### src/shared/psfc_pkg.sv
package psfc_pkg;
   // register indices on the control bus
   localparam logic [7:0] SLEEP_SUPPLY_CONFIG_ADDR = 8'h02;
   localparam logic [7:0] SHUTDOWN_CONFIG_ADDR = 8'h05;
   localparam logic [7:0] SERIAL_FORMAT_CONFIG_ADDR = 8'h07;
   // reset values
   localparam logic [7:0] SLEEP_SUPPLY_CONFIG_RST = 8'h00;
   localparam logic [7:0] SHUTDOWN_CONFIG_RST = 8'h05;
   localparam logic [7:0] SERIAL_FORMAT_CONFIG_RST = 8'h30;
   // writable-bit masks; the rest read back their reset value
   localparam logic [7:0] SLEEP_SUPPLY_CONFIG_WMASK = 8'hFD;
   localparam logic [7:0] SHUTDOWN_CONFIG_WMASK = 8'h3F;
   localparam logic [7:0] SERIAL_FORMAT_CONFIG_WMASK = 8'hFF;
   // field positions
   localparam int RAIL_SEL_BIT = 7;
   localparam int REF_QCHG_LSB = 3;
   localparam int BCAST_EN_BIT = 2;
   localparam int AWAKE_BIT = 0;
   localparam int INPUT_CAP_QUICK_CHARGE_TIME_LSB = 4;
   localparam int PROTO_LSB = 6;
   localparam int WLEN_LSB = 4;
   localparam int FRAME_SYNC_POLARITY_BIT = 3;
   localparam int BIT_CLOCK_POLARITY_BIT = 2;
   localparam int TX_EDGE_BIT = 1;
   localparam int TX_FILL_BIT = 0;
   // broadcast target address
   localparam logic [6:0] BCAST_ADDR = 7'h4C;
   // quick-charge times in microseconds, clock rate in MHz
   localparam int CLK_MHZ = 10;
   localparam int REF_QCHG_US0 = 3500;
   localparam int REF_QCHG_US1 = 10000;
   localparam int REF_QCHG_US2 = 50000;
   localparam int REF_QCHG_US3 = 100000;
   localparam int INPUT_CAP_QUICK_CHARGE_TIME_US0 = 2500;
   localparam int INPUT_CAP_QUICK_CHARGE_TIME_US1 = 12500;
   localparam int INPUT_CAP_QUICK_CHARGE_TIME_US2 = 25000;
   localparam int INPUT_CAP_QUICK_CHARGE_TIME_US3 = 50000;
   localparam logic [23:0] REF_QCHG_CYC0 = 24'(REF_QCHG_US0 * CLK_MHZ);
   localparam logic [23:0] REF_QCHG_CYC1 = 24'(REF_QCHG_US1 * CLK_MHZ);
   localparam logic [23:0] REF_QCHG_CYC2 = 24'(REF_QCHG_US2 * CLK_MHZ);
   localparam logic [23:0] REF_QCHG_CYC3 = 24'(REF_QCHG_US3 * CLK_MHZ);
   localparam logic [23:0] INPUT_CAP_QUICK_CHARGE_TIME_CYC0 = 24'(INPUT_CAP_QUICK_CHARGE_TIME_US0 * CLK_MHZ);
   localparam logic [23:0] INPUT_CAP_QUICK_CHARGE_TIME_CYC1 = 24'(INPUT_CAP_QUICK_CHARGE_TIME_US1 * CLK_MHZ);
   localparam logic [23:0] INPUT_CAP_QUICK_CHARGE_TIME_CYC2 = 24'(INPUT_CAP_QUICK_CHARGE_TIME_US2 * CLK_MHZ);
   localparam logic [23:0] INPUT_CAP_QUICK_CHARGE_TIME_CYC3 = 24'(INPUT_CAP_QUICK_CHARGE_TIME_US3 * CLK_MHZ);

   typedef enum logic [1:0] {
      PSFC_PROTO_TDM = 2'h0,
      PSFC_PROTO_TWO_CH = 2'h1,
      PSFC_PROTO_LEFT_JUST = 2'h2,
      PSFC_PROTO_RSVD = 2'h3
   } psfc_proto_t;

   typedef struct packed {
      logic write;
      logic read;
      logic [7:0] addr;
      logic [7:0] wdata;
   } psfc_req_t;

   typedef struct packed {
      logic analog_rail_source_sel;
      logic broadcast_address_enable;
      logic awake;
      psfc_proto_t serial_protocol_select;
      logic [5:0] serial_word_bits;
      logic frame_sync_polarity;
      logic bit_clock_polarity;
      logic tx_late_edge;
      logic tx_fill_hiz;
   } psfc_cfg_t;
endpackage : psfc_pkg

### src/hw/psfc_cfg_regs.sv
`timescale 1ns/1ns
// Functional notes
// - Bit 7 of the sleep register picks the analog rail: 0 external, 1 on-chip regulator (only with 3.3 V supply).
// - Sleep register bits 4-3 set the reference quick-charge time: 3.5, 10, 50 or 100 ms.
// - Sleep register bit 2 set makes the device answer the fixed target address 1001100.
// - Sleep register bit 0 is active-low sleep, resets to 0 so the device starts asleep.
// - Shutdown register bits 5-4 set the input-capacitor quick-charge time: 2.5, 12.5, 25 or 50 ms.
// - Format bits 7-6 select TDM, two-channel or left-justified; code 3 is reserved and unused.
// - Format bits 5-4 select 16, 20, 24 or 32 bit words, resetting to 32.
// - Format bit 3 inverts frame sync polarity and bit 2 inverts bit clock polarity.
// - Format bit 1 moves data launch half a bit clock later, to the opposite edge.
// - Format bit 0 makes unused bit clock cycles high impedance instead of zero.
module psfc_cfg_regs (
   input wire logic mclk_i,                   // 10 MHz clock
   input wire logic resetn_i,                 // async reset, low
   input wire psfc_pkg::psfc_req_t req_i,     // register access from control bus
   input wire logic [6:0] target_addr_i,      // address seen on control bus
   output logic [7:0] rdata_o,                // read data, valid cycle after read
   output logic bcast_match_o,                // address hit on broadcast address
   output psfc_pkg::psfc_cfg_t cfg_o,         // decoded configuration
   output logic [1:0] reference_quick_charge_time_o,  // raw code
   output logic [1:0] input_cap_quick_charge_time_o,  // raw code
   output logic sleep_n_o,                    // device awake
   output logic ref_charging_o,               // reference quick charge running
   output logic incap_charging_o              // input cap quick charge running
);
   typedef struct packed {
      logic [7:0] sleep_cfg;
      logic [7:0] shutdown_config;
      logic [7:0] fmt_cfg;
      logic [7:0] rdata;
      logic bcast_match;
      psfc_pkg::psfc_cfg_t cfg;
      logic ref_chg;
      logic incap_chg;
      logic wake_pulse;
   } psfc_state_t;

   psfc_state_t s_q, s_d;
   logic ref_busy;
   logic incap_busy;

   always_comb begin
      s_d = s_q;
      s_d.wake_pulse = 1'b0;
      if (req_i.write) begin
         unique case (req_i.addr)
            psfc_pkg::SLEEP_SUPPLY_CONFIG_ADDR: begin
               s_d.sleep_cfg = (req_i.wdata & psfc_pkg::SLEEP_SUPPLY_CONFIG_WMASK)
                  | (psfc_pkg::SLEEP_SUPPLY_CONFIG_RST & ~psfc_pkg::SLEEP_SUPPLY_CONFIG_WMASK);
               // quick charge of the reference starts when leaving sleep
               s_d.wake_pulse = req_i.wdata[psfc_pkg::AWAKE_BIT]
                  & ~s_q.sleep_cfg[psfc_pkg::AWAKE_BIT];
            end
            psfc_pkg::SHUTDOWN_CONFIG_ADDR: begin
               // reserved bits 3-0 keep what software wrote; bits 7-6 hold their reset value
               s_d.shutdown_config = (req_i.wdata & psfc_pkg::SHUTDOWN_CONFIG_WMASK)
                  | (psfc_pkg::SHUTDOWN_CONFIG_RST & ~psfc_pkg::SHUTDOWN_CONFIG_WMASK);
            end
            psfc_pkg::SERIAL_FORMAT_CONFIG_ADDR: begin
               s_d.fmt_cfg = req_i.wdata;
            end
            default: begin
            end
         endcase
      end
      if (req_i.read) begin
         unique case (req_i.addr)
            psfc_pkg::SLEEP_SUPPLY_CONFIG_ADDR: s_d.rdata = s_q.sleep_cfg;
            psfc_pkg::SHUTDOWN_CONFIG_ADDR: s_d.rdata = s_q.shutdown_config;
            psfc_pkg::SERIAL_FORMAT_CONFIG_ADDR: s_d.rdata = s_q.fmt_cfg;
            default: s_d.rdata = 8'h00;
         endcase
      end
      s_d.bcast_match = s_q.sleep_cfg[psfc_pkg::BCAST_EN_BIT]
         && (target_addr_i == psfc_pkg::BCAST_ADDR);
      s_d.cfg.analog_rail_source_sel = s_q.sleep_cfg[psfc_pkg::RAIL_SEL_BIT];
      s_d.cfg.broadcast_address_enable = s_q.sleep_cfg[psfc_pkg::BCAST_EN_BIT];
      s_d.cfg.awake = s_q.sleep_cfg[psfc_pkg::AWAKE_BIT];
      s_d.cfg.serial_protocol_select =
         psfc_pkg::psfc_proto_t'(s_q.fmt_cfg[psfc_pkg::PROTO_LSB +: 2]);
      unique case (s_q.fmt_cfg[psfc_pkg::WLEN_LSB +: 2])
         2'h0: s_d.cfg.serial_word_bits = 6'h10;
         2'h1: s_d.cfg.serial_word_bits = 6'h14;
         2'h2: s_d.cfg.serial_word_bits = 6'h18;
         2'h3: s_d.cfg.serial_word_bits = 6'h20;
      endcase
      s_d.cfg.frame_sync_polarity = s_q.fmt_cfg[psfc_pkg::FRAME_SYNC_POLARITY_BIT];
      s_d.cfg.bit_clock_polarity = s_q.fmt_cfg[psfc_pkg::BIT_CLOCK_POLARITY_BIT];
      s_d.cfg.tx_late_edge = s_q.fmt_cfg[psfc_pkg::TX_EDGE_BIT];
      s_d.cfg.tx_fill_hiz = s_q.fmt_cfg[psfc_pkg::TX_FILL_BIT];
      s_d.ref_chg = ref_busy;
      s_d.incap_chg = incap_busy;
   end

   always_ff @(posedge mclk_i or negedge resetn_i) begin
      if (!resetn_i) begin
         s_q <= '0;
         s_q.sleep_cfg <= psfc_pkg::SLEEP_SUPPLY_CONFIG_RST;
         s_q.shutdown_config <= psfc_pkg::SHUTDOWN_CONFIG_RST;
         s_q.fmt_cfg <= psfc_pkg::SERIAL_FORMAT_CONFIG_RST;
         s_q.cfg.serial_word_bits <= 6'h20;
      end else begin
         s_q <= s_d;
      end
   end

   // reference cap charge on wake
   psfc_qchg_timer #(
      .CYC0(psfc_pkg::REF_QCHG_CYC0),
      .CYC1(psfc_pkg::REF_QCHG_CYC1),
      .CYC2(psfc_pkg::REF_QCHG_CYC2),
      .CYC3(psfc_pkg::REF_QCHG_CYC3)
   ) u_ref_timer (
      .mclk_i(mclk_i),
      .resetn_i(resetn_i),
      .start_i(s_q.wake_pulse),
      .sel_i(s_q.sleep_cfg[psfc_pkg::REF_QCHG_LSB +: 2]),
      .busy_o(ref_busy)
   );

   // input coupling cap charge on wake
   psfc_qchg_timer #(
      .CYC0(psfc_pkg::INPUT_CAP_QUICK_CHARGE_TIME_CYC0),
      .CYC1(psfc_pkg::INPUT_CAP_QUICK_CHARGE_TIME_CYC1),
      .CYC2(psfc_pkg::INPUT_CAP_QUICK_CHARGE_TIME_CYC2),
      .CYC3(psfc_pkg::INPUT_CAP_QUICK_CHARGE_TIME_CYC3)
   ) u_incap_timer (
      .mclk_i(mclk_i),
      .resetn_i(resetn_i),
      .start_i(s_q.wake_pulse),
      .sel_i(s_q.shutdown_config[psfc_pkg::INPUT_CAP_QUICK_CHARGE_TIME_LSB +: 2]),
      .busy_o(incap_busy)
   );

   assign rdata_o = s_q.rdata;
   assign bcast_match_o = s_q.bcast_match;
   assign cfg_o = s_q.cfg;
   assign reference_quick_charge_time_o = s_q.sleep_cfg[psfc_pkg::REF_QCHG_LSB +: 2];
   assign input_cap_quick_charge_time_o = s_q.shutdown_config[psfc_pkg::INPUT_CAP_QUICK_CHARGE_TIME_LSB +: 2];
   assign sleep_n_o = s_q.cfg.awake;
   assign ref_charging_o = s_q.ref_chg;
   assign incap_charging_o = s_q.incap_chg;
endmodule : psfc_cfg_regs

### src/hw/psfc_qchg_timer.sv
`timescale 1ns/1ns
// one-shot timer: runs for the selected duration after each start pulse
module psfc_qchg_timer #(
   parameter logic [23:0] CYC0 = 24'h000001,
   parameter logic [23:0] CYC1 = 24'h000001,
   parameter logic [23:0] CYC2 = 24'h000001,
   parameter logic [23:0] CYC3 = 24'h000001
) (
   input wire logic mclk_i,       // clock
   input wire logic resetn_i,     // async reset, low
   input wire logic start_i,      // start pulse
   input wire logic [1:0] sel_i,  // duration code
   output logic busy_o            // charge in progress
);
   typedef struct packed {
      logic [23:0] cnt;
      logic busy;
   } psfc_tmr_t;
   psfc_tmr_t s_q, s_d;

   always_comb begin
      s_d = s_q;
      if (start_i) begin
         unique case (sel_i)
            2'h0: s_d.cnt = CYC0;
            2'h1: s_d.cnt = CYC1;
            2'h2: s_d.cnt = CYC2;
            2'h3: s_d.cnt = CYC3;
         endcase
         s_d.busy = 1'b1;
      end else if (s_q.busy) begin
         if (s_q.cnt <= 24'h000001) begin
            s_d.cnt = 24'h000000;
            s_d.busy = 1'b0;
         end else begin
            s_d.cnt = s_q.cnt - 24'h000001;
         end
      end
   end

   always_ff @(posedge mclk_i or negedge resetn_i) begin
      if (!resetn_i) begin
         s_q <= '0;
      end else begin
         s_q <= s_d;
      end
   end

   assign busy_o = s_q.busy;
endmodule : psfc_qchg_timer

### config.mk
export PLATFORM = sky130hd
export DESIGN_NAME = psfc_cfg_regs
export DESIGN_NICKNAME = d
export VERILOG_FILES = /design/src/shared/psfc_pkg.sv /design/src/hw/psfc_cfg_regs.sv /design/src/hw/psfc_qchg_timer.sv
export SDC_FILE = /design/constraint.sdc
export NUM_CORES = 1
export LEC_CHECK = 0
export CAP_MARGIN = 20
export CORE_ASPECT_RATIO = 2
export CORE_MARGIN = 2
export CORE_UTILIZATION = 35
export CTS_BUF_LIST = sky130_fd_sc_hd__clkbuf_2 sky130_fd_sc_hd__clkbuf_4 sky130_fd_sc_hd__clkbuf_8
export CTS_CLUSTER_SIZE = 20
export DETAILED_ROUTE_END_ITERATION = 7
export DONT_BUFFER_PORTS = 1
export PLACE_DENSITY = 0.52
export SETUP_SLACK_MARGIN = 0.2
export SLEW_MARGIN = 20
export SYNTH_ARGS = -nofsm -noshare
export SYNTH_HDL_FRONTEND = slang
export SYNTH_HIERARCHICAL = 1
export SYNTH_SLANG_ARGS = --single-unit
### constraint.sdc
create_clock -name mclk_i -period 2 [get_ports mclk_i]
set_input_delay 0.2 -clock mclk_i [delete_from_list [all_inputs] [get_ports mclk_i]]
set_output_delay 0.2 -clock mclk_i [all_outputs]
set_load 0.01 [all_outputs]
* Word-level counts from Yosys, hierarchy flattened
Cells that the tools add are included.
** Storage, ports and cells
- Flip-flop bits (word level) :: 98
- Logic and storage cells :: 63
** Cells by class
- Order comparisons :: 2
- Reduce and logical (&&, ||, !) cells :: 9
- Muxes and demuxes :: 14
- $add $sub $neg :: 2
- Bitwise logic cells :: 2
- Eq/ne operators :: 13
** Operator list (count)
- 24-bit case mux with 4 select lines :: 2
- 25-bit 2-to-1 mux :: 4
- 24-bit by 1-bit less-or-equal comparator with 1-bit output (second input constant) :: 2
- 24-bit 2-to-1 mux :: 2
- 24-bit by 1-bit subtractor with 24-bit output (second input constant) :: 2
- 6-bit case mux with 4 select lines :: 1
- 8-bit case mux with 3 select lines :: 1
- 8-bit by 3-bit equality test with 1-bit output (second input constant) :: 2
- 2-bit equality test (second input constant) :: 6
- 8-bit by 2-bit equality test with 1-bit output (second input constant) :: 1
- 7-bit equality test (second input constant) :: 1
- 2-bit by 1-bit equality test with 1-bit output (second input constant) :: 3
- 2-bit logical NOT :: 3
- 2-bit AND reduction :: 3
- 1-bit 2-to-1 mux :: 4
- 2-bit nonzero test :: 2
- 1-bit AND :: 1
- 1-bit logical AND :: 1
- 1-bit NOT :: 1

* Longest topological paths before layout
Gate-level depths: netlist (run 1).
- Word-level depth :: 4
- Gate-level depth with buffers :: 8

* Cells and area by module
The synthesis (run 1) kept the hierarchy.
** Modules (own cells, without submodules)
- psfc_cfg_regs :: area an instance 1995.7 µm², seq. area each 1157.4 µm², cells each 149, instances 1
- psfc_qchg_timer (u_incap_timer) :: area an instance 1666.6 µm², seq. area each 625.6 µm², cells each 184, instances 1
- psfc_qchg_timer (u_ref_timer) :: area an instance 1567.8 µm², seq. area each 625.6 µm², cells each 178, instances 1

* Worst setup path before layout (run 1)
Ideal clock, no wire load.
- Path type :: reg-to-reg
- From :: reg u_ref_timer/s_q[19] (netlist name)
- To :: reg u_ref_timer/s_q[8] (netlist name)
- Data required time :: 1.862 ns
- Setup slack :: -0.077 ns
- Stages on the path, launching flop included :: 7
- Arrival time :: 1.939 ns
- Cells stage by stage :: dfrtp_1 > or4_4 > nand2b_4 > nor4_2 > o21ai_1 > a211oi_1 > a21oi_1
** Between the ends
- Word-level cells in the longest chain between the ends :: 4
** Ends and longest elaborated chain
- from (decl) :: line psfc_qchg_timer.sv:19 : psfc_tmr_t s_q, s_d;
- from (signal assigned) :: line psfc_qchg_timer.sv:43 : s_q <= '0;
- from (signal assigned) :: line psfc_qchg_timer.sv:45 : s_q <= s_d;
- 24-bit by 1-bit less-or-equal comparator with 1-bit output :: line psfc_qchg_timer.sv:32 : if (s_q.cnt <= 24'h000001) begin
- 24-bit 2-to-1 mux :: line psfc_qchg_timer.sv:32
- 25-bit 2-to-1 mux :: line psfc_qchg_timer.sv:31 : end else if (s_q.busy) begin
- 25-bit 2-to-1 mux :: line psfc_qchg_timer.sv:23 : if (start_i) begin
No other way between the ends. The select of a mux whose other input is x is not followed.
A chain may end at the register's enable or synchronous reset.

* Worst setup path after layout (run 1)
- From :: reg u_ref_timer/s_q[19] (netlist name)
- To :: reg u_ref_timer/s_q[12] (netlist name)
The elaborated chain is that of the path after synthesis.

==> impl_summary.txt, run 1 <==
----------------------------------------------------
[Run status]
  Status ... finished, violations left
  Violated checks ... negative hold slack, negative setup slack

[Timing]
  Final setup slack of the worst path ... -0.1320 ns
  Shortest period the worst path allows ... 2.132 ns
  Worst-case hold slack ... -0.5099 ns
  Number of hold violations in the final report ... 96
  FMAX ... 0.4690 GHz
  Share of the cycle needed by the critical path after routing ... 1.066
  Setup repair after global routing missed its margin ... yes
  Final count of pins violating max slew ... 0
  Transition at the pin with the smallest max-transition slack ... 0.7328 ns
  Worst rel slew slack ... 0.5104
  Clk_skew ... 0.01739 ns
  Total of endpoints with negative setup slack in the final report ... 25

[Routing]
  Residual DRC count ... 0
  Drt initial violations ... 141
  Residual antenna-violating net count after detailed routing ... 0
  Average wire per cell in the routed design ... 19.29 um
  Post-detailed-route via-to-cell ratio ... 5.554
  Total via count after detailed routing ... 4,560
  Post-Route WL ... 15.84 mm
  Number of iterations in the first detailed-routing pass ... 4

[Power]
  Sequential fraction of design power ... 0.364
  Peak VDD IR ... 0.0005183 V
  Power consumption ... 6152 uW
  LEAKAGE ... 0.003145 uW
  Combinational Power Share ... 0.411
  Fraction of power spent switching nets ... 0.3566
  Internal power ... 3958 uW
  Total power per unit cell area ... 864.1 mW/mm^2
  Psw ... 2194 uW
  Clock power share ... 0.224

[GRT]
  GRT overflow ... 0
  Total GRT Usage ... 0.2007
  Vias in the first global route ... 4,816
  Wire length of the first global-routing pass ... 25.05 mm
  Largest net degree at the start of global routing ... 97
  Initial antenna violation count ... 0

[Cells and area]
  Layout cells sized above 1 ... 0.4409
  Layout-stage area growth over the synthesis result ... 36.12%
  Nets ... 658
  Fin util ... 0.4830
  Total non-filler cell area in the finished layout ... 0.007119 mm^2
  Antenna diodes ... 0

[Setup path]
  WS Path Type ... flip-flop to flip-flop
  Delay-heaviest family, CP ... simple AND/OR/NAND/NOR gates
  Worst path cell trace ... or4_4 -> nand2b_4 -> o41ai_4 -> buf_6 -> nor2_4 -> buf_8 -> nand4_1 -> nand3_1
  Cell with the largest stage delay on the worst path ... sky130_fd_sc_hd__or4_4
  Count of buffering cells on the critical path with inverters included ... 2
  Arrival time worst endpoint ... 2.40 ns
  Data required time at the worst endpoint ... 2.27 ns
  Kind of start point of the critical path ... flip-flop
  Largest stage delay on the critical path ... 0.55 ns
  Crit end category ... flip-flop
  Critical-path maximum fanout ... 8

[Synth]
  YS warnings ... 6
  Gate count of the mapped netlist ... 511
  Synth cell types ... 75
  Async SR Flop Fraction ... 1.000
  EDFF count, synth ... 0
  Seq cells post-synth ... 96
  Flip-flop cell with the highest count after synthesis ... sky130_fd_sc_hd__dfrtp_1
  Post-synthesis average cell area ... 10.23 um^2
  Combined area of all synthesized cells ... 0.005230 mm^2
  Part of the Yosys area used for sequential elements ... 0.4605

[Place]
  Dpl hpwl ... 11.23 mm
  Cell area after placement ... 0.006046 mm^2
  Number of buffers inserted by port buffering ... 0
  Global placement routability congestion ... 0.8726

[Clock tree]
  Total of hold buffers inserted after clock tree synthesis ... 12
  Number of sinks driven by the clock tree ... 96
  Worst-Skew Late Latency ... 0.39 ns
  Number of buffers inserted during clock tree synthesis ... 9
  CTS root buf ... sky130_fd_sc_hd__clkbuf_8
  Number of buffers on the longest clock path ... 2
  CTS tree ... yes
  Number of levels in the clock H-tree ... 3
  Clock-pin slew reported for the worst setup and hold paths after clock tree synthesis ... 0.11 ns

[Floorplan]
  Core region area ... 0.01474 mm^2
  Die outline area ... 0.01600 mm^2
  Chip Height ... 176.9 um
  Top-Level Pins ... 58
  X dimension of the die ... 90.44 um
  Effective utilization at floorplan ... 0.3548
  Rows ... 63

[Worst hold path]
  Hold Crit Class ... primary input to async pin

[Job]
  Max Cap Violations ... 0

----------------------------------------------------
-- stage by stage --
| stage | hold slack (ns) | setup WS (ns) | TNS (ns) | instances |
|---|---|---|---|---|
| finish | -0.5099 | -0.1320 | -1.479 | 821 |
| global route | -0.5364 | -0.2112 | -3.838 | 821 |
| floorplan | -0.09559 | -0.07659 | -0.3296 | 512 |
| CTS | -0.5377 | -0.1703 | -2.344 | 808 |
| detailed placement | -0.09171 | -0.2328 | -3.555 | 763 |
| global placement | -0.09162 | -0.1740 | -2.350 | 763 |
-- layout make-up --
type                            instances  area (um^2)
Timing Repair Buffer                  143         1261
Inverter                               13        48.80
Fill cell                            1407         7621
Clock buffer                           10        131.4
Multi-Input combinational cell        358         2944
Clock inverter                          6        78.83
Tap cell                              195        244.0
Sequential cell                        96         2411
-- flip-flops by register name, indices dropped and copies added (netlist names), 2 cells and up --
signal	cells
u_ref_timer/s_q	24
cfg_o	12
rdata_o	8
s_d	9
u_incap_timer/s_q	24
s_q	9
reference_quick_charge_time_o	2
input_cap_quick_charge_time_o	2
-- kinds of logic after synthesis --
group / synth area share
xor gates and xnor gates: 0.001675
adders and majority gates: 0.02392
other: 0.0007170
and+or+nand+nor: 0.2285
buffers and inverters: 0.06674
AOI/OAI and AO/OA: 0.1579
DFF: 0.4605
muxes: 0.06005
-- final timing paths --
| kind | startpoint | to | slack [ns] | cells after the start |
|---|---|---|---|---|
| max | u_ref_timer/s_q[19]$_DFFE_PN0P_ | u_ref_timer/s_q[12]$_DFFE_PN0P_ | -0.13 | 8 |
| min | resetn_i | u_incap_timer/s_q[13]$_DFFE_PN0P_ | -0.51 | 0 |
| max reg2reg | u_ref_timer/s_q[19]$_DFFE_PN0P_ | u_ref_timer/s_q[12]$_DFFE_PN0P_ | -0.13 | 8 |
| min reg2reg | s_d[13]$_DFFE_PN0P_ | cfg_o[10]$_DFF_PN0_ | 0.41 | 0 |
| max in group asynchronous | resetn_i | s_q[37]$_DFFE_PN1P_ | 2.28 | 0 |
| min in group mclk_i | req_i[11] | rdata_o[0]$_DFFE_PN0P_ | 0.04 | 3 |
-- layer usage --
layer	GRT usage	vias to the layer above	share of wire
met5	0	-	0
met4	0.09808	0	0.049
met3	0.03450	43	0.030
met2	0.4001	105	0.57
met1	0.1942	2303	0.35
li1	-	2109	-
-- synthesized netlist by cell type, types with 3 or more instances --
cell                       instances  area share
sky130_fd_sc_hd__a21oi_1          16       0.015
sky130_fd_sc_hd__nor4_2            3      0.0072
sky130_fd_sc_hd__o32ai_1           3      0.0050
sky130_fd_sc_hd__o31ai_1           7       0.010
sky130_fd_sc_hd__ha_1             10       0.024
sky130_fd_sc_hd__o22ai_1           4      0.0048
sky130_fd_sc_hd__nor4_1            8      0.0096
sky130_fd_sc_hd__nand3b_1          3      0.0043
sky130_fd_sc_hd__a32o_1            4      0.0077
sky130_fd_sc_hd__nor3b_1           6      0.0086
sky130_fd_sc_hd__or4_1             3      0.0043
sky130_fd_sc_hd__dfstp_2           5       0.025
sky130_fd_sc_hd__inv_1            12      0.0086
sky130_fd_sc_hd__o21ai_1          15       0.014
sky130_fd_sc_hd__nor2b_1           8      0.0096
sky130_fd_sc_hd__a32oi_1           6       0.010
sky130_fd_sc_hd__nand3_1          17       0.016
sky130_fd_sc_hd__mux2_2           27       0.058
sky130_fd_sc_hd__nand4_1          12       0.014
sky130_fd_sc_hd__nand2_1          45       0.032
sky130_fd_sc_hd__a22oi_1           4      0.0057
sky130_fd_sc_hd__clkbuf_1         10      0.0072
sky130_fd_sc_hd__nor4b_1           4      0.0067
sky130_fd_sc_hd__nor4_4            4       0.016
sky130_fd_sc_hd__a31oi_1           7      0.0084
sky130_fd_sc_hd__dfrtp_1          91        0.44
sky130_fd_sc_hd__nor3_1           20       0.019
sky130_fd_sc_hd__and2_1            6      0.0072
sky130_fd_sc_hd__nor2_1           32       0.023
sky130_fd_sc_hd__a211oi_1          4      0.0057
sky130_fd_sc_hd__buf_4            28       0.040
sky130_fd_sc_hd__o21ai_0          21       0.020
sky130_fd_sc_hd__buf_2             5      0.0048
sky130_fd_sc_hd__a31o_2            4      0.0067
sky130_fd_sc_hd__or3_1             7      0.0084
-- timing repair --
action                                  4_1_cts  5_1_grt
endpoints found under the hold margin       119       96
gates cloned                                  1        0
gates resized for setup                      68       54
pin swaps                                    35       38
setup buffers                                16       13
endpoints found under the setup margin       50       50
-- worst reg2reg max path, cell delays in order, from the launching register on --
cell and delay, ns:
sky130_fd_sc_hd__dfrtp_1 0.40, sky130_fd_sc_hd__or4_4 0.55, sky130_fd_sc_hd__nand2b_4 0.18, sky130_fd_sc_hd__o41ai_4 0.29, sky130_fd_sc_hd__buf_6 0.18, sky130_fd_sc_hd__nor2_4 0.05, sky130_fd_sc_hd__buf_8 0.16, sky130_fd_sc_hd__nand4_1 0.13
sky130_fd_sc_hd__nand3_1 0.09
-- placed cells by master, fill, tap and decap left out, drive strengths merged, types with 4 or more instances in the layout --
cell type | synthesis | final
a211oi | 4 | 4
a21oi | 16 | 16
a22oi | 5 | 5
a31o | 4 | 4
a31oi | 7 | 7
a32o | 4 | 4
a32oi | 7 | 7
and2 | 6 | 6
buf | 35 | 131
clkbuf | 11 | 10
dfrtp | 91 | 91
dfstp | 5 | 5
dlygate4sd3 | 0 | 12
ha | 10 | 10
inv | 12 | 13
mux2 | 27 | 27
nand2 | 45 | 45
nand3 | 19 | 19
nand4 | 14 | 14
nor2 | 34 | 35
nor2b | 8 | 8
nor3 | 20 | 20
nor3b | 6 | 6
nor4 | 15 | 15
nor4b | 5 | 5
o21ai | 36 | 36
o22ai | 4 | 4
o31ai | 7 | 7
or3 | 8 | 8
or4 | 4 | 4
-- power by group through the flow --
stage          combinational, uW  clock, uW  sequential, uW
2_1_floorplan               1050          0            2250
3_3_place_gp                1870          0            2260
3_5_place_dp                1890          0            2260
4_1_cts                     2150       1430            2230
5_1_grt                     2700       1500            2260
6_report                    2530       1380            2240
(Power assumes the default switching activity.)
==> inputs of run 2 (changes only) <==
--- a/config.mk
+++ b/config.mk
@@ -13,6 +13,7 @@
 export CTS_CLUSTER_SIZE = 20
 export DETAILED_ROUTE_END_ITERATION = 7
 export DONT_BUFFER_PORTS = 1
+export HOLD_SLACK_MARGIN = 0.06
 export PLACE_DENSITY = 0.52
 export SETUP_SLACK_MARGIN = 0.2
 export SLEW_MARGIN = 20
==> run 2 against run 1 <==
The flow still finishes with violations (negative hold slack, negative setup slack); critical path depth unchanged; sequential power about the same; power up 0.23%; combinational power hardly changed; clock power about the same; clock skew fell by 0.00067 ns; clock-buffer cell count did not move; wire length grew 0.15%; die area stayed put; critical path type unchanged; highest routed layer unchanged.
==> impl_summary.txt, run 2 (synthesis results as in run 1) <==
----------------------------------------------------
[Timing]
  Worst rel slew slack ... 0.4970
  FMAX ... 0.4692 GHz
  Transition at the pin with the smallest max-transition slack ... 0.7529 ns
  Final count of pins violating max slew ... 0
  Worst-case hold slack ... -0.5099 ns
  Total Negative Setup Slacks ... -1.452 ns
  Clk_skew ... 0.01672 ns
  Total of endpoints with negative setup slack in the final report ... 24
  Shortest period the worst path allows ... 2.131 ns
  Setup repair after global routing missed its margin ... yes
  Number of hold violations in the final report ... 96
  Final setup slack of the worst path ... -0.1311 ns
  Share of the cycle needed by the critical path after routing ... 1.066

[Place]
  Global placement routability congestion ... 0.8726
  Dpl hpwl ... 11.23 mm
  Cell area after placement ... 0.006046 mm^2
  Cell total after placement ... 763
  Number of buffers inserted by port buffering ... 0

[Clock tree]
  CTS tree ... yes
  Clock-pin slew reported for the worst setup and hold paths after clock tree synthesis ... 0.11 ns
  Number of levels in the clock H-tree ... 3
  Worst-Skew Late Latency ... 0.39 ns
  CTS root buf ... sky130_fd_sc_hd__clkbuf_8
  Number of buffers inserted during clock tree synthesis ... 9
  Number of sinks driven by the clock tree ... 96
  Total of hold buffers inserted after clock tree synthesis ... 16
  Number of buffers on the longest clock path ... 2

[Routing]
  Average wire per cell in the routed design ... 19.23 um
  Total via count after detailed routing ... 4,590
  Post-detailed-route via-to-cell ratio ... 5.564
  Post-Route WL ... 15.86 mm
  Number of iterations in the first detailed-routing pass ... 4
  Residual antenna-violating net count after detailed routing ... 0
  Residual DRC count ... 0
  Drt initial violations ... 109

[Cells and area]
  Total non-filler cell area in the finished layout ... 0.007159 mm^2
  Layout-stage area growth over the synthesis result ... 36.89%
  Antenna diodes ... 0
  Nets ... 662
  Most frequent standard cell in the layout excluding fill and tap cells ... sky130_fd_sc_hd__buf_4
  FILL cells ... 1,406
  Fin util ... 0.4857
  Layout cells sized above 1 ... 0.4381
  Post-layout instance count excluding filler cells ... 825
  Commonest cells after routing, fill and taps aside ... sky130_fd_sc_hd__buf_4 (100), sky130_fd_sc_hd__dfrtp_1 (89), sky130_fd_sc_hd__nand2_1 (37), sky130_fd_sc_hd__mux2_2 (27), sky130_fd_sc_hd__nor2_1 (25)

[Power]
  Peak VDD IR ... 0.0005194 V
  LEAKAGE ... 0.003167 uW
  Total power per unit cell area ... 861.3 mW/mm^2

[Setup path]
  Arrival time worst endpoint ... 2.40 ns
  Kind of start point of the critical path ... flip-flop
  Data required time at the worst endpoint ... 2.27 ns
  Count of buffering cells on the critical path with inverters included ... 2
  Largest stage delay on the critical path ... 0.55 ns
  WS Path Type ... flip-flop to flip-flop
  Worst path cell trace ... or4_4 -> nand2b_4 -> o41ai_4 -> buf_6 -> nor2_4 -> buf_8 -> nand4_1 -> nand3_1
  Critical-path maximum fanout ... 8
  Cell with the largest stage delay on the worst path ... sky130_fd_sc_hd__or4_4
  Crit end category ... flip-flop
  Delay-heaviest family, CP ... simple AND/OR/NAND/NOR gates
  Startpoint of the most critical register-to-register path ... u_ref_timer/s_q[19]$_DFFE_PN0P_
  Start point of the critical path ... u_ref_timer/s_q[19]$_DFFE_PN0P_

[Floorplan]
  Chip Height ... 176.9 um
  Effective utilization at floorplan ... 0.3548
  Top-Level Pins ... 58
  Rows ... 63
  Die outline area ... 0.01600 mm^2
  X dimension of the die ... 90.44 um
  Core region area ... 0.01474 mm^2

[Run status]
  Status ... finished, violations left
  Violated checks ... negative hold slack, negative setup slack

[Worst hold path]
  Hold Crit Class ... primary input to async pin

[GRT]
  Initial antenna violation count ... 0
  GRT overflow ... 0
  Total GRT Usage ... 0.2018
  Largest net degree at the start of global routing ... 97
  Wire length of the first global-routing pass ... 25.19 mm
  Vias in the first global route ... 4,826

[Job]
  Max Cap Violations ... 0

----------------------------------------------------
-- run 2: power breakdown --
part           switching [uW]  internal (uW)  leakage [uW]
combinational            1270           1270       0.00179
clock                     774            609     0.0000993
sequential                157           2080       0.00128
-- run 2: per-layer routing --
| metal | track usage | up-vias | part of all wire |
|---|---|---|---|
| met5 | 0 | - | 0 |
| met1 | 0.1953 | 2333 | 0.35 |
| met3 | 0.03492 | 43 | 0.027 |
| li1 | - | 2113 | - |
| met4 | 0.09808 | 0 | 0.049 |
| met2 | 0.4026 | 101 | 0.57 |
-- run 2: path summary, 6_finish.rpt --
path | end | cells after the start | slack, ns
setup / recovery | u_ref_timer/s_q[12]$_DFFE_PN0P_ | 8 | -0.13
hold / removal | u_incap_timer/s_q[13]$_DFFE_PN0P_ | 0 | -0.51
setup reg to reg | u_ref_timer/s_q[12]$_DFFE_PN0P_ | 8 | -0.13
hold reg to reg | cfg_o[3]$_DFF_PN0_ | 0 | 0.41
max in group asynchronous | s_q[37]$_DFFE_PN1P_ | 0 | 2.29
min in group mclk_i | rdata_o[0]$_DFFE_PN0P_ | 3 | 0.10
-- run 2: repair_timing --
action / 4_1_cts / 5_1_grt
gates resized for setup: 68 / 54
hold endpoints to repair: 124 / 96
setup buffers: 16 / 13
setup endpoints to repair: 50 / 50
pin swaps: 35 / 38
cloned: 1 / 0
-- run 2: worst register-to-register path, stage by stage (launching register included) --
cell	delay [ns]
sky130_fd_sc_hd__dfrtp_1	0.40
sky130_fd_sc_hd__or4_4	0.55
sky130_fd_sc_hd__nand2b_4	0.18
sky130_fd_sc_hd__o41ai_4	0.29
sky130_fd_sc_hd__buf_6	0.18
sky130_fd_sc_hd__nor2_4	0.05
sky130_fd_sc_hd__buf_8	0.16
sky130_fd_sc_hd__nand4_1	0.13
sky130_fd_sc_hd__nand3_1	0.09
-- run 2: area by class of cell --
type | instances | area [um^2] | share of cell area
clock buffers | 10 | 131.4 | 0.01835
flip-flops and latches | 96 | 2411 | 0.3368
multi-input cells | 358 | 2944 | 0.4112
inverters | 13 | 48.80 | 0.006816
well taps | 195 | 244.0 | 0.03408
clock inverters | 6 | 78.83 | 0.01101
repair buffers | 147 | 1301 | 0.1818
-- run 2: per-stage QoR --
step           total power, uW  setup WS, ns
2_1_floorplan             3299      -0.07659
3_3_place_gp              4127       -0.1740
3_5_place_dp              4151       -0.2328
4_1_cts                   5813       -0.1703
5_1_grt                   6475       -0.2112
6_report                  6166       -0.1311
